===== src/adc_ctrl_map.svh =====
// register offsets, bit positions, reset values and counts of the converter control block
`ifndef ADC_CTRL_MAP_SVH
`define ADC_CTRL_MAP_SVH
`define OFS_CONTROL_STATUS 8'h00
`define OFS_SOURCE_CLOCK 8'h04
`define OFS_RESULT_HIGH 8'h08
`define OFS_RESULT_LOW 8'h0C
`define OFS_PIN_SHARE 8'h10
`define OFS_DONE_FLAG 8'h14
`define CTRL_START_BIT 7
`define CTRL_BUSY_BIT 6
`define CTRL_ENABLE_BIT 5
`define CTRL_FORMAT_BIT 4
`define CTRL_CHAN_LSB 0
`define SRC_SOURCE_LSB 5
`define SRC_VREF_LSB 3
`define SRC_DIV_LSB 0
`define SHARE_VREF_BIT 4
`define DONE_FLAG_BIT 0
`define RESET_BYTE 8'h00
`define SRC_EXTERNAL 3'h0
`define SRC_BANDGAP 3'h1
`define SRC_GND_FIRST 3'h2
`define SRC_GND_LAST 3'h4
`define VREF_INTERNAL 2'h1
`define SAMPLE_PERIODS 4'h4
`define LAST_PERIOD 4'hF
`define RESP_OKAY 2'h0
`define RESP_SLVERR 2'h2
`endif


===== src/adc_ctrl_pkg.sv =====
// types of the converter control block
package adc_ctrl_pkg;

typedef enum logic [1:0] {
    conv_idle,
    conv_sample,
    conv_convert
} conv_state_type;

typedef struct packed {
    conv_state_type state;
    logic start;
    logic busy;
    logic enable;
    logic fmt;
    logic [1:0] chan;
    logic [2:0] src;
    logic [1:0] vref;
    logic [2:0] div;
    logic [7:0] res_hi;
    logic [7:0] res_lo;
    logic [4:0] share;
    logic done_flag;
    logic [6:0] div_cnt;
    logic [3:0] period;
    logic aw_got;
    logic [7:0] aw_addr;
    logic w_got;
    logic [31:0] w_data;
    logic [3:0] w_strb;
    logic bvalid;
    logic [1:0] bresp;
    logic rvalid;
    logic [31:0] rdata;
    logic [1:0] rresp;
} regs_type;

endpackage


===== src/adc_control_registers.sv =====
// control and status registers, conversion sequencer and input routing of the 12-bit converter
//
// Decided for this implementation: the register offsets and the AXI4-Lite interface to the registers.
`timescale 1ns/10ps
`include "adc_ctrl_map.svh"

module adc_control_registers #(
    parameter int RESULT_BITS = 12,
    parameter int PIN_COUNT = 4
) (
    input wire logic clk_in,
    input wire logic reset_in,
    input wire logic [7:0] awaddr_in,
    input wire logic awvalid_in,
    output logic awready_out,
    input wire logic [31:0] wdata_in,
    input wire logic [3:0] wstrb_in,
    input wire logic wvalid_in,
    output logic wready_out,
    output logic [1:0] bresp_out,
    output logic bvalid_out,
    input wire logic bready_in,
    input wire logic [7:0] araddr_in,
    input wire logic arvalid_in,
    output logic arready_out,
    output logic [31:0] rdata_out,
    output logic [1:0] rresp_out,
    output logic rvalid_out,
    input wire logic rready_in,
    input wire logic [11:0] conv_result_in,
    output logic converter_power_out,
    output logic conv_clock_tick_out,
    output logic sample_phase_out,
    output logic convert_phase_out,
    output logic conv_busy_flag_out,
    output logic conv_done_flag_out,
    output logic [3:0] analog_pin_route_out,
    output logic bandgap_route_out,
    output logic ground_route_out,
    output logic reference_internal_out,
    output logic reference_pin_route_out,
    input wire logic [3:0] pin_pull_high_in,
    output logic [3:0] pin_pull_high_out,
    input wire logic [3:0] pin_dir_oe_in,
    output logic [3:0] pin_oe_out,
    output logic [3:0] pin_alt_enable_out
);

    generate
        if (RESULT_BITS != 12 || PIN_COUNT != 4) begin : bad_params
            $error("result width must be 12 and pin count 4");
        end
    endgenerate

    adc_ctrl_pkg::regs_type state_r;
    adc_ctrl_pkg::regs_type state_nxt;

    logic div_tick;
    logic running;
    logic src_external;
    logic [7:0] wr_byte;
    logic [7:0] rd_byte;

    // true when the source code selects an external pin
    function automatic logic is_external(input logic [2:0] code);
        is_external = (code == `SRC_EXTERNAL) || (code > `SRC_GND_LAST);
    endfunction

    // true when the source code ties the input to ground
    function automatic logic is_ground(input logic [2:0] code);
        is_ground = (code >= `SRC_GND_FIRST) && (code <= `SRC_GND_LAST);
    endfunction

    // last count of the divider for a given divide code
    function automatic logic [6:0] div_last(input logic [2:0] code);
        logic [7:0] full;
        full = (8'h01 << code) - 8'h01;
        div_last = full[6:0];
    endfunction

    // high result byte in the chosen format
    function automatic logic [7:0] fmt_high(input logic fmt, input logic [11:0] d);
        if (fmt) begin
            fmt_high = {4'h0, d[11:8]};
        end else begin
            fmt_high = d[11:4];
        end
    endfunction

    // low result byte in the chosen format
    function automatic logic [7:0] fmt_low(input logic fmt, input logic [11:0] d);
        if (fmt) begin
            fmt_low = d[7:0];
        end else begin
            fmt_low = {d[3:0], 4'h0};
        end
    endfunction

    assign running = (state_r.state != adc_ctrl_pkg::conv_idle);
    assign div_tick = running && (state_r.div_cnt == div_last(state_r.div));
    assign src_external = is_external(state_r.src);
    assign wr_byte = state_r.w_data[7:0];

    // read multiplexer for the byte register picked by araddr
    always_comb begin
        rd_byte = `RESET_BYTE;
        unique case ({araddr_in[7:2], 2'h0})
            `OFS_CONTROL_STATUS: begin
                rd_byte[`CTRL_START_BIT] = state_r.start;
                rd_byte[`CTRL_BUSY_BIT] = state_r.busy;
                rd_byte[`CTRL_ENABLE_BIT] = state_r.enable;
                rd_byte[`CTRL_FORMAT_BIT] = state_r.fmt;
                rd_byte[`CTRL_CHAN_LSB +: 2] = state_r.chan;
            end
            `OFS_SOURCE_CLOCK: begin
                rd_byte[`SRC_SOURCE_LSB +: 3] = state_r.src;
                rd_byte[`SRC_VREF_LSB +: 2] = state_r.vref;
                rd_byte[`SRC_DIV_LSB +: 3] = state_r.div;
            end
            `OFS_RESULT_HIGH: begin
                rd_byte = state_r.res_hi;
            end
            `OFS_RESULT_LOW: begin
                rd_byte = state_r.res_lo;
            end
            `OFS_PIN_SHARE: begin
                rd_byte[`SHARE_VREF_BIT:0] = state_r.share;
            end
            `OFS_DONE_FLAG: begin
                rd_byte[`DONE_FLAG_BIT] = state_r.done_flag;
            end
            default: begin
                rd_byte = `RESET_BYTE;
            end
        endcase
    end

    always_comb begin
        logic wr_fire;
        logic launch;
        logic finish;
        logic new_start;
        logic new_enable;
        wr_fire = 1'b0;
        launch = 1'b0;
        finish = 1'b0;
        new_start = state_r.start;
        new_enable = state_r.enable;
        state_nxt = state_r;

        // write address and data may arrive in either order
        if (awvalid_in && awready_out) begin
            state_nxt.aw_got = 1'b1;
            state_nxt.aw_addr = {awaddr_in[7:2], 2'h0};
        end
        if (wvalid_in && wready_out) begin
            state_nxt.w_got = 1'b1;
            state_nxt.w_data = wdata_in;
            state_nxt.w_strb = wstrb_in;
        end
        if (state_r.bvalid && bready_in) begin
            state_nxt.bvalid = 1'b0;
        end

        // conversion sequencer
        if (running) begin
            if (div_tick) begin
                state_nxt.div_cnt = 7'h00;
                if (state_r.period == `LAST_PERIOD) begin
                    finish = 1'b1;
                end else begin
                    state_nxt.period = state_r.period + 4'h1;
                    if (state_nxt.period >= `SAMPLE_PERIODS) begin
                        state_nxt.state = adc_ctrl_pkg::conv_convert;
                    end
                end
            end else begin
                state_nxt.div_cnt = state_r.div_cnt + 7'h01;
            end
        end

        if (finish) begin
            state_nxt.state = adc_ctrl_pkg::conv_idle;
            state_nxt.busy = 1'b0;
            state_nxt.done_flag = 1'b1;
            state_nxt.res_hi = fmt_high(state_r.fmt, conv_result_in);
            state_nxt.res_lo = fmt_low(state_r.fmt, conv_result_in);
        end

        // register write once both halves are held
        if (state_r.aw_got && state_r.w_got && !state_r.bvalid) begin
            wr_fire = 1'b1;
            state_nxt.aw_got = 1'b0;
            state_nxt.w_got = 1'b0;
            state_nxt.bvalid = 1'b1;
            state_nxt.bresp = `RESP_OKAY;
        end

        if (wr_fire) begin
            unique case (state_r.aw_addr)
                `OFS_CONTROL_STATUS: begin
                    if (state_r.w_strb[0]) begin
                        new_start = wr_byte[`CTRL_START_BIT];
                        new_enable = wr_byte[`CTRL_ENABLE_BIT];
                        state_nxt.start = new_start;
                        state_nxt.enable = new_enable;
                        state_nxt.fmt = wr_byte[`CTRL_FORMAT_BIT];
                        state_nxt.chan = wr_byte[`CTRL_CHAN_LSB +: 2];
                        // the busy bit of the written byte is dropped
                        launch = state_r.start && !new_start && new_enable && !running;
                    end
                end
                `OFS_SOURCE_CLOCK: begin
                    if (state_r.w_strb[0]) begin
                        state_nxt.src = wr_byte[`SRC_SOURCE_LSB +: 3];
                        state_nxt.vref = wr_byte[`SRC_VREF_LSB +: 2];
                        state_nxt.div = wr_byte[`SRC_DIV_LSB +: 3];
                    end
                end
                `OFS_PIN_SHARE: begin
                    if (state_r.w_strb[0]) begin
                        state_nxt.share = wr_byte[`SHARE_VREF_BIT:0];
                    end
                end
                `OFS_DONE_FLAG: begin
                    // write one clears; a completion in the same cycle wins
                    if (state_r.w_strb[0] && wr_byte[`DONE_FLAG_BIT] && !finish) begin
                        state_nxt.done_flag = 1'b0;
                    end
                end
                `OFS_RESULT_HIGH, `OFS_RESULT_LOW: begin
                    state_nxt.bresp = `RESP_OKAY;
                end
                default: begin
                    state_nxt.bresp = `RESP_SLVERR;
                end
            endcase
        end

        if (launch) begin
            state_nxt.state = adc_ctrl_pkg::conv_sample;
            state_nxt.busy = 1'b1;
            state_nxt.div_cnt = 7'h00;
            state_nxt.period = 4'h0;
        end

        // switching the converter off abandons a conversion, results stay
        if (!new_enable) begin
            state_nxt.state = adc_ctrl_pkg::conv_idle;
            state_nxt.busy = 1'b0;
            state_nxt.res_hi = state_r.res_hi;
            state_nxt.res_lo = state_r.res_lo;
            state_nxt.done_flag = state_nxt.done_flag && !(finish && !state_r.enable);
        end

        // read channel
        if (state_r.rvalid && rready_in) begin
            state_nxt.rvalid = 1'b0;
        end
        if (arvalid_in && arready_out) begin
            state_nxt.rvalid = 1'b1;
            state_nxt.rdata = {24'h000000, rd_byte};
            unique case ({araddr_in[7:2], 2'h0})
                `OFS_CONTROL_STATUS, `OFS_SOURCE_CLOCK, `OFS_RESULT_HIGH,
                `OFS_RESULT_LOW, `OFS_PIN_SHARE, `OFS_DONE_FLAG: begin
                    state_nxt.rresp = `RESP_OKAY;
                end
                default: begin
                    state_nxt.rresp = `RESP_SLVERR;
                end
            endcase
        end
    end

    always_ff @(posedge clk_in or posedge reset_in) begin
        if (reset_in) begin
            state_r <= '0;
        end else begin
            state_r <= state_nxt;
        end
    end

    assign awready_out = !state_r.aw_got && !state_r.bvalid;
    assign wready_out = !state_r.w_got && !state_r.bvalid;
    assign bvalid_out = state_r.bvalid;
    assign bresp_out = state_r.bresp;
    assign arready_out = !state_r.rvalid;
    assign rvalid_out = state_r.rvalid;
    assign rdata_out = state_r.rdata;
    assign rresp_out = state_r.rresp;

    assign converter_power_out = state_r.enable;
    assign conv_clock_tick_out = div_tick;
    assign sample_phase_out = (state_r.state == adc_ctrl_pkg::conv_sample);
    assign convert_phase_out = (state_r.state == adc_ctrl_pkg::conv_convert);
    assign conv_busy_flag_out = state_r.busy;
    assign conv_done_flag_out = state_r.done_flag;

    assign bandgap_route_out = state_r.enable && (state_r.src == `SRC_BANDGAP);
    assign ground_route_out = state_r.enable && is_ground(state_r.src);
    assign reference_internal_out = (state_r.vref == `VREF_INTERNAL);
    // the reference pin is joined only while the external reference is chosen and the pin is shared
    assign reference_pin_route_out = !reference_internal_out && state_r.share[`SHARE_VREF_BIT];

    // per pin routing and pin-share overrides
    generate
        for (genvar i = 0; i < PIN_COUNT; i++) begin : pin_gen
            // bandgap never meets a pin because routing needs an external source
            assign analog_pin_route_out[i] = state_r.enable && src_external && state_r.share[i] &&
                                             (state_r.chan == 2'(i));
            assign pin_pull_high_out[i] = pin_pull_high_in[i] && !state_r.share[i];
            assign pin_alt_enable_out[i] = !state_r.share[i];
            assign pin_oe_out[i] = pin_dir_oe_in[i] && !state_r.share[i];
        end
    endgenerate

endmodule


===== config.mk =====
export PLATFORM = sky130hd
export DESIGN_NAME = adc_control_registers
export DESIGN_NICKNAME = d
export VERILOG_FILES = /design/src/adc_ctrl_pkg.sv /design/src/adc_control_registers.sv
export VERILOG_INCLUDE_DIRS = /design/src
export SDC_FILE = /design/constraint.sdc
export NUM_CORES = 1
export LEC_CHECK = 0
export BUFFER_PORTS_ARGS = -buffer_cell sky130_fd_sc_hd__buf_4
export CAP_MARGIN = 30
export CORE_MARGIN = 2
export CORE_UTILIZATION = 35
export CTS_CLUSTER_SIZE = 10
export DETAILED_ROUTE_END_ITERATION = 10
export PLACE_DENSITY = 0.64
export SLEW_MARGIN = 20
export SYNTH_ARGS = -nofsm -noshare
export SYNTH_HDL_FRONTEND = slang
export SYNTH_SLANG_ARGS = --single-unit

===== constraint.sdc =====
create_clock -name clk_in -period 3.05 [get_ports clk_in]
set_input_delay 0.915 -clock clk_in [delete_from_list [all_inputs] [get_ports clk_in]]
set_output_delay 0.915 -clock clk_in [all_outputs]
set_load 0.03 [all_outputs]

After elaboration in Yosys (flattened, before gate mapping)

Index checks and enable logic that the tools add are counted.

Logic and storage cells: 179
Output and inout bits: 67
Bits in registers: 107
Bits of input ports: 79

Add/subtract/negate cells: 3
Reductions and logical operators: 73
Equality and inequality tests: 25
$lt $le $gt $ge: 4
Multiplexer cells: 48
Shift-type cells: 1

Operators with widths:

| kind                                                | count |
|---|---|
| logical AND 1 bit                                   | 38 |
| 2-to-1 mux 37 bit                                   | 1 |
| 2-to-1 mux 35 bit                                   | 1 |
| equality test 6 x 2 -> 1 bit, second input constant | 4 |
| equality test 6 x 3 -> 1 bit, second input constant | 4 |
| 2-to-1 mux 1 bit                                    | 22 |
| 2-to-1 mux 11 bit                                   | 2 |
| 2-to-1 mux 2 bit                                    | 9 |
| 2-to-1 mux 8 bit                                    | 2 |
| != test 4 bit, second input constant                | 4 |
| logical NOT 1 bit                                   | 14 |
| nonzero test 2 bit                                  | 7 |
| equality test 6 x 1 -> 1 bit, second input constant | 2 |
| case mux 3 bit (4 select lines)                     | 1 |
| AND reduction 3 bit                                 | 4 |
| case mux 1 bit (5 select lines)                     | 2 |
| 2-to-1 mux 9 bit                                    | 1 |
| logical NOT 8 bit                                   | 1 |
| 2-to-1 mux 4 bit                                    | 2 |
| case mux 2 bit (4 select lines)                     | 1 |
| adder 7 x 1 -> 7 bit, second input constant         | 1 |
| equality test 7 bit                                 | 1 |
| 2-to-1 mux 7 bit                                    | 1 |
| << shifter 1 x 3 -> 7 bit, first input constant     | 1 |
| 24 further kinds                                    | 28 |

Depth between registers and ports, before layout

Depth in word-level cells: 13
Mapped depth: 11
Gate-level depth less buffers: 10

Worst setup path before layout

OpenSTA, ideal clock, no wires.

Path type: register to output
From: register state_r[118] in the netlist's numbering
To: output conv_clock_tick_out
Arrival time: 2468 ps
Cell stages (with the launch flop): 10
Setup slack: -333 ps
Buffers on the path: 1
Data required time: 2135 ps
Path through: dfrtp_1 > clkbuf_1 > nor3_1 > inv_1 > ha_1 > nor2b_1 > and2_1 > o311a_1 > o31ai_2 > inv_1

Word-level cells in the longest chain between the ends: 4

Ends and longest elaborated chain:

| item                      | line                         | source |
|---|---|---|
| from (decl)               | adc_control_registers.sv:55  | `adc_ctrl_pkg::regs_type state_r;` |
| from (signal assigned)    | adc_control_registers.sv:279 | `state_r <= state_nxt;` |
| << shifter 1 x 3 -> 7 bit | adc_control_registers.sv:77  | `full = (8'h01 << code) - 8'h01;` |
| subtractor 7 x 1 -> 7 bit | adc_control_registers.sv:77  |  |
| equality test 7 bit       | adc_control_registers.sv:100 | `assign div_tick = running && (state_r.div_cnt == div_last(state_r.div));` |
| logical AND 1 bit         | adc_control_registers.sv:100 |  |
| to (decl)                 | adc_control_registers.sv:32  | `output logic conv_clock_tick_out,` |

No other way between the ends.

Final worst setup path

Ends and elaborated chain as after synthesis.

==> flow_metrics.py <==
metrics = {
    "run_status": {
        "status": "complete, but fails checks",
        "violations": "setup timing",
    },
    "yosys": {
        "synth_ff_type": "dfrtp_1",
        "yosys-top-cells-count": "dfrtp_1 (79), mux2_2 (47), nand2_1 (40)",
        "synth_largest_area_cell": "dfrtp_1",
        "seq_area_frac_synth_pct": 45.6,
        "ys_types": 55,
        "yosys-top-cells-area": "dfrtp_1 (46%), mux2_2 (12%), buf_4 (6.2%)",
        "syn_area_um2": 4330,
        "syn_avg_cell_area_um2": 10.7,
        "synthArstFlopShare_pct": 100,
        "synth.most_common_cell": "dfrtp_1",
        "synth_seq_cells": 79,
        "yosys_warnings": 0,
        "synth_edf_count": 0,
        "synth_top_area_share_pct": 45.6,
        "synthCells": 404,
    },
    "worst_setup_path": {
        "required_ps": 2130,
        "crit_chain": "nor3_2, inv_2, ha_4, buf_6, nor2b_2, nor4b_2, o311a_1, o31ai_4, inv_2, buf_6",
        "crit_arrival_ps": 2350,
        "cp_max_fo": 4,
        "max_stage_delay_ps": 420,
        "reg2reg_from": "state_r[118]",
        "r2r_slack_ps": 150,
        "critPathKind": "reg -> out",
        "startpoint_type": "register",
        "crit_path_top_delay_cell": "dfrtp_1",
        "ff2ff_path_depth": 15,
        "critPathCaptureType": "output port",
        "crit-reg2reg-capture": "state_r[113]",
    },
    "grt": {
        "antenna_found_initial": 0,
        "grtUsageTotal_pct": 16.0,
        "grt_remaining_overflow": 0,
        "grt_pass1_vias": 3258,
        "grt_pass1_wl_um": 16500,
        "grt_start_max_net_pins": 59,
    },
    "finish": {
        "antenna_cells": 0,
        "nFillCells": 1136,
        "seq_area_um2": 1980,
        "final_cell_area_um2": 5520,
        "multi_input_area_um2": 2090,
        "layout.nets": 585,
        "syn_to_final_growth_pct": 27.5,
        "drive_gt1_share_pct": 40.4,
    },
    "floorplan": {
        "start_util_pct": 35.9,
        "die_w_um": 115,
        "boundaryPins": 146,
        "rows": 40,
        "die_area_um2": 13300,
        "die_y_um": 115,
        "core-area_um2": 12100,
    },
    "power_and_ir_drop": {
        "power_density_nw_per_um2": 729,
        "leakage_nw": 2.63,
        "peakVddDrop_mv": 0.472,
    },
    "drt": {
        "drt_first_pass_iters": 4,
        "drt_iter0_drc": 164,
        "wl_per_cell_um": 14.8,
        "num_vias": 3269,
        "routed_wirelength_um": 9990,
        "vias_per_cell": 4.84,
        "post-route-drc-count": 0,
        "detail-route-antenna-nets": 0,
    },
    "clock_network": {
        "cts_max_path_buffers": 2,
        "cts_buffers": 9,
        "insertion_delay_ps": 340,
        "cts_tree": "built",
        "cts_max_level": 3,
        "clkSinkCount": 79,
        "clk_pin_slew_worst_paths_ps": 60,
        "root_buffer": "clkbuf_16",
    },
    "placed_design": {
        "dp_worst_setup_slack_ps": 56.0,
        "hpwlAfterDp_um": 7330,
        "io_buffers": 89,
        "placed_cell_area_um2": 5080,
        "gp_congestion": 0.878,
    },
    "sta": {
        "drv_slew": 0,
        "final.min_clock_period_ps": 3260,
        "setup_ws_ps": -213,
        "fin_crit_sh_pct": 107,
        "hold_violations": 0,
        "tightest_slew_ps": 620,
        "holdWs_ps": 491,
        "clock.fmax_ghz": 0.306,
        "setup_viol": 1,
        "rsz0062_at_grt": "true",
        "slew_headroom_pct": 58.6,
        "finalClockSkew_ps": 7.70,
    },
    "worst_hold_path": {
        "holdCritStartpoint": "rdata_out[5]",
        "hold_end": "rdata_out[5]",
        "hold-path-cell-count": 2,
        "hold_class": "reg -> reg",
    },
    "run": {
        "drv_cap": 0,
    },
}
critical path, delay by kind of cell (launching register included):
kind            cells  cell delay (ps)
simple gates        3              430
fa+ha+maj           1              180
buf+inv             4              410
compound gates      2              580
flops               1              420
cells in the final DEF, fill, tap and decap left out, types with 6 or more instances in the layout:
cell type / count
buf_4: 108
dfrtp_1: 79
mux2_2: 47
nand2_1: 40
nor2_1: 25
conb_1: 25
o21ai_0: 16
nor2b_1: 16
inv_1: 14
mux2i_1: 11
xnor2_1: 9
clkbuf_16: 9
nand3_1: 7
mux2_4: 7
a21oi_1: 6
a221oi_1: 6
cells by family (layout without fill, tap and decap cells):
kind of cell	count (synthesis)	after routing	share of synthesized area (%)
XOR/XNOR	13	13	2.63
other	1	25	0.0865
flip-flops	79	79	45.6
AO/OA/AOI/OAI	48	48	7.71
buffers and inverters	65	145	9.33
AND/OR/NAND/NOR	129	129	16.1
multiplexers	66	66	17.7
adder cells (fa/ha/maj)	3	3	0.866
report_power, final:
| part | internal, mW | switching (mW) | leakage (nW) |
|---|---|---|---|
| Sequential | 1.25 | 0.265 | 1.03 |
| Combinational | 0.726 | 0.666 | 1.45 |
| Clock | 0.664 | 0.453 | 0.147 |
| Total | 2.64 | 1.38 | 2.63 |
metrics by stage:
| stage | utilization, % | total power, mW | TNS [ps] | std cells |
|---|---|---|---|---|
| 3_3_place_gp | 42.2 | 2.65 | 0 | 648 |
| 6_report | 45.8 | 4.03 | -213 | 676 |
| 5_1_grt | 45.8 | 4.24 | -310 | 676 |
| 2_1_floorplan | - | 2.35 | 0 | 428 |
| 4_1_cts | 45.7 | 4.03 | -204 | 676 |
| 3_5_place_dp | 42.2 | 2.69 | 0 | 648 |
per-layer routing:
metal / part of all wire, % / track usage, % / vias to the layer above / wire (um)
met2: 47 / 25.6 / 140 / 4680
met5: 0 / 0 / - / 0
li1: - / - / 1546 / -
met1: 45 / 21.3 / 1573 / 4460
met4: 1.3 / 4.98 / 0 / 131
met3: 7.2 / 4.27 / 10 / 718
worst max path at each step:
stage / from / end / slack (ps) / depth (start not counted)
global route: state_r[118] / conv_clock_tick_out / -310 / 13
detailed placement: state_r[118] / conv_clock_tick_out / 60 / 9
finish: state_r[118] / conv_clock_tick_out / -210 / 10
floorplan: state_r[118] / conv_clock_tick_out / 5 / 9
global placement: state_r[118] / conv_clock_tick_out / 100 / 9
CTS: state_r[118] / conv_clock_tick_out / -200 / 9
state kept, by name (all words and copies together), names as in the netlist, named ones only:
signal               count
conv_busy_flag_out       1
state_r                 63
bvalid_out               1
rvalid_out               1
rdata_out                8
rresp_out                1
conv_done_flag_out       1
bresp_out                1
converter_power_out      1
what timing repair did:
| action | CTS | global route |
|---|---|---|
| endpoints found under the setup margin | 1 | 1 |
| hold buffers | 0 | 0 |
| pin swaps | 5 | 1 |
| buffers inserted | 12 | 0 |
| gates resized for setup | 8 | 2 |
layout make-up:
type                            instances  share of cell area [%]
Clock buffer                           11                    4.40
Clock inverter                          5                    1.16
Inverter                               17                    1.16
Multi-Input combinational cell        284                    37.9
Sequential cell                        79                    35.8
Tap cell                              168                    3.81
Timing Repair Buffer                  112                    15.8
No activity file was read; power rests on OpenSTA's default activity.
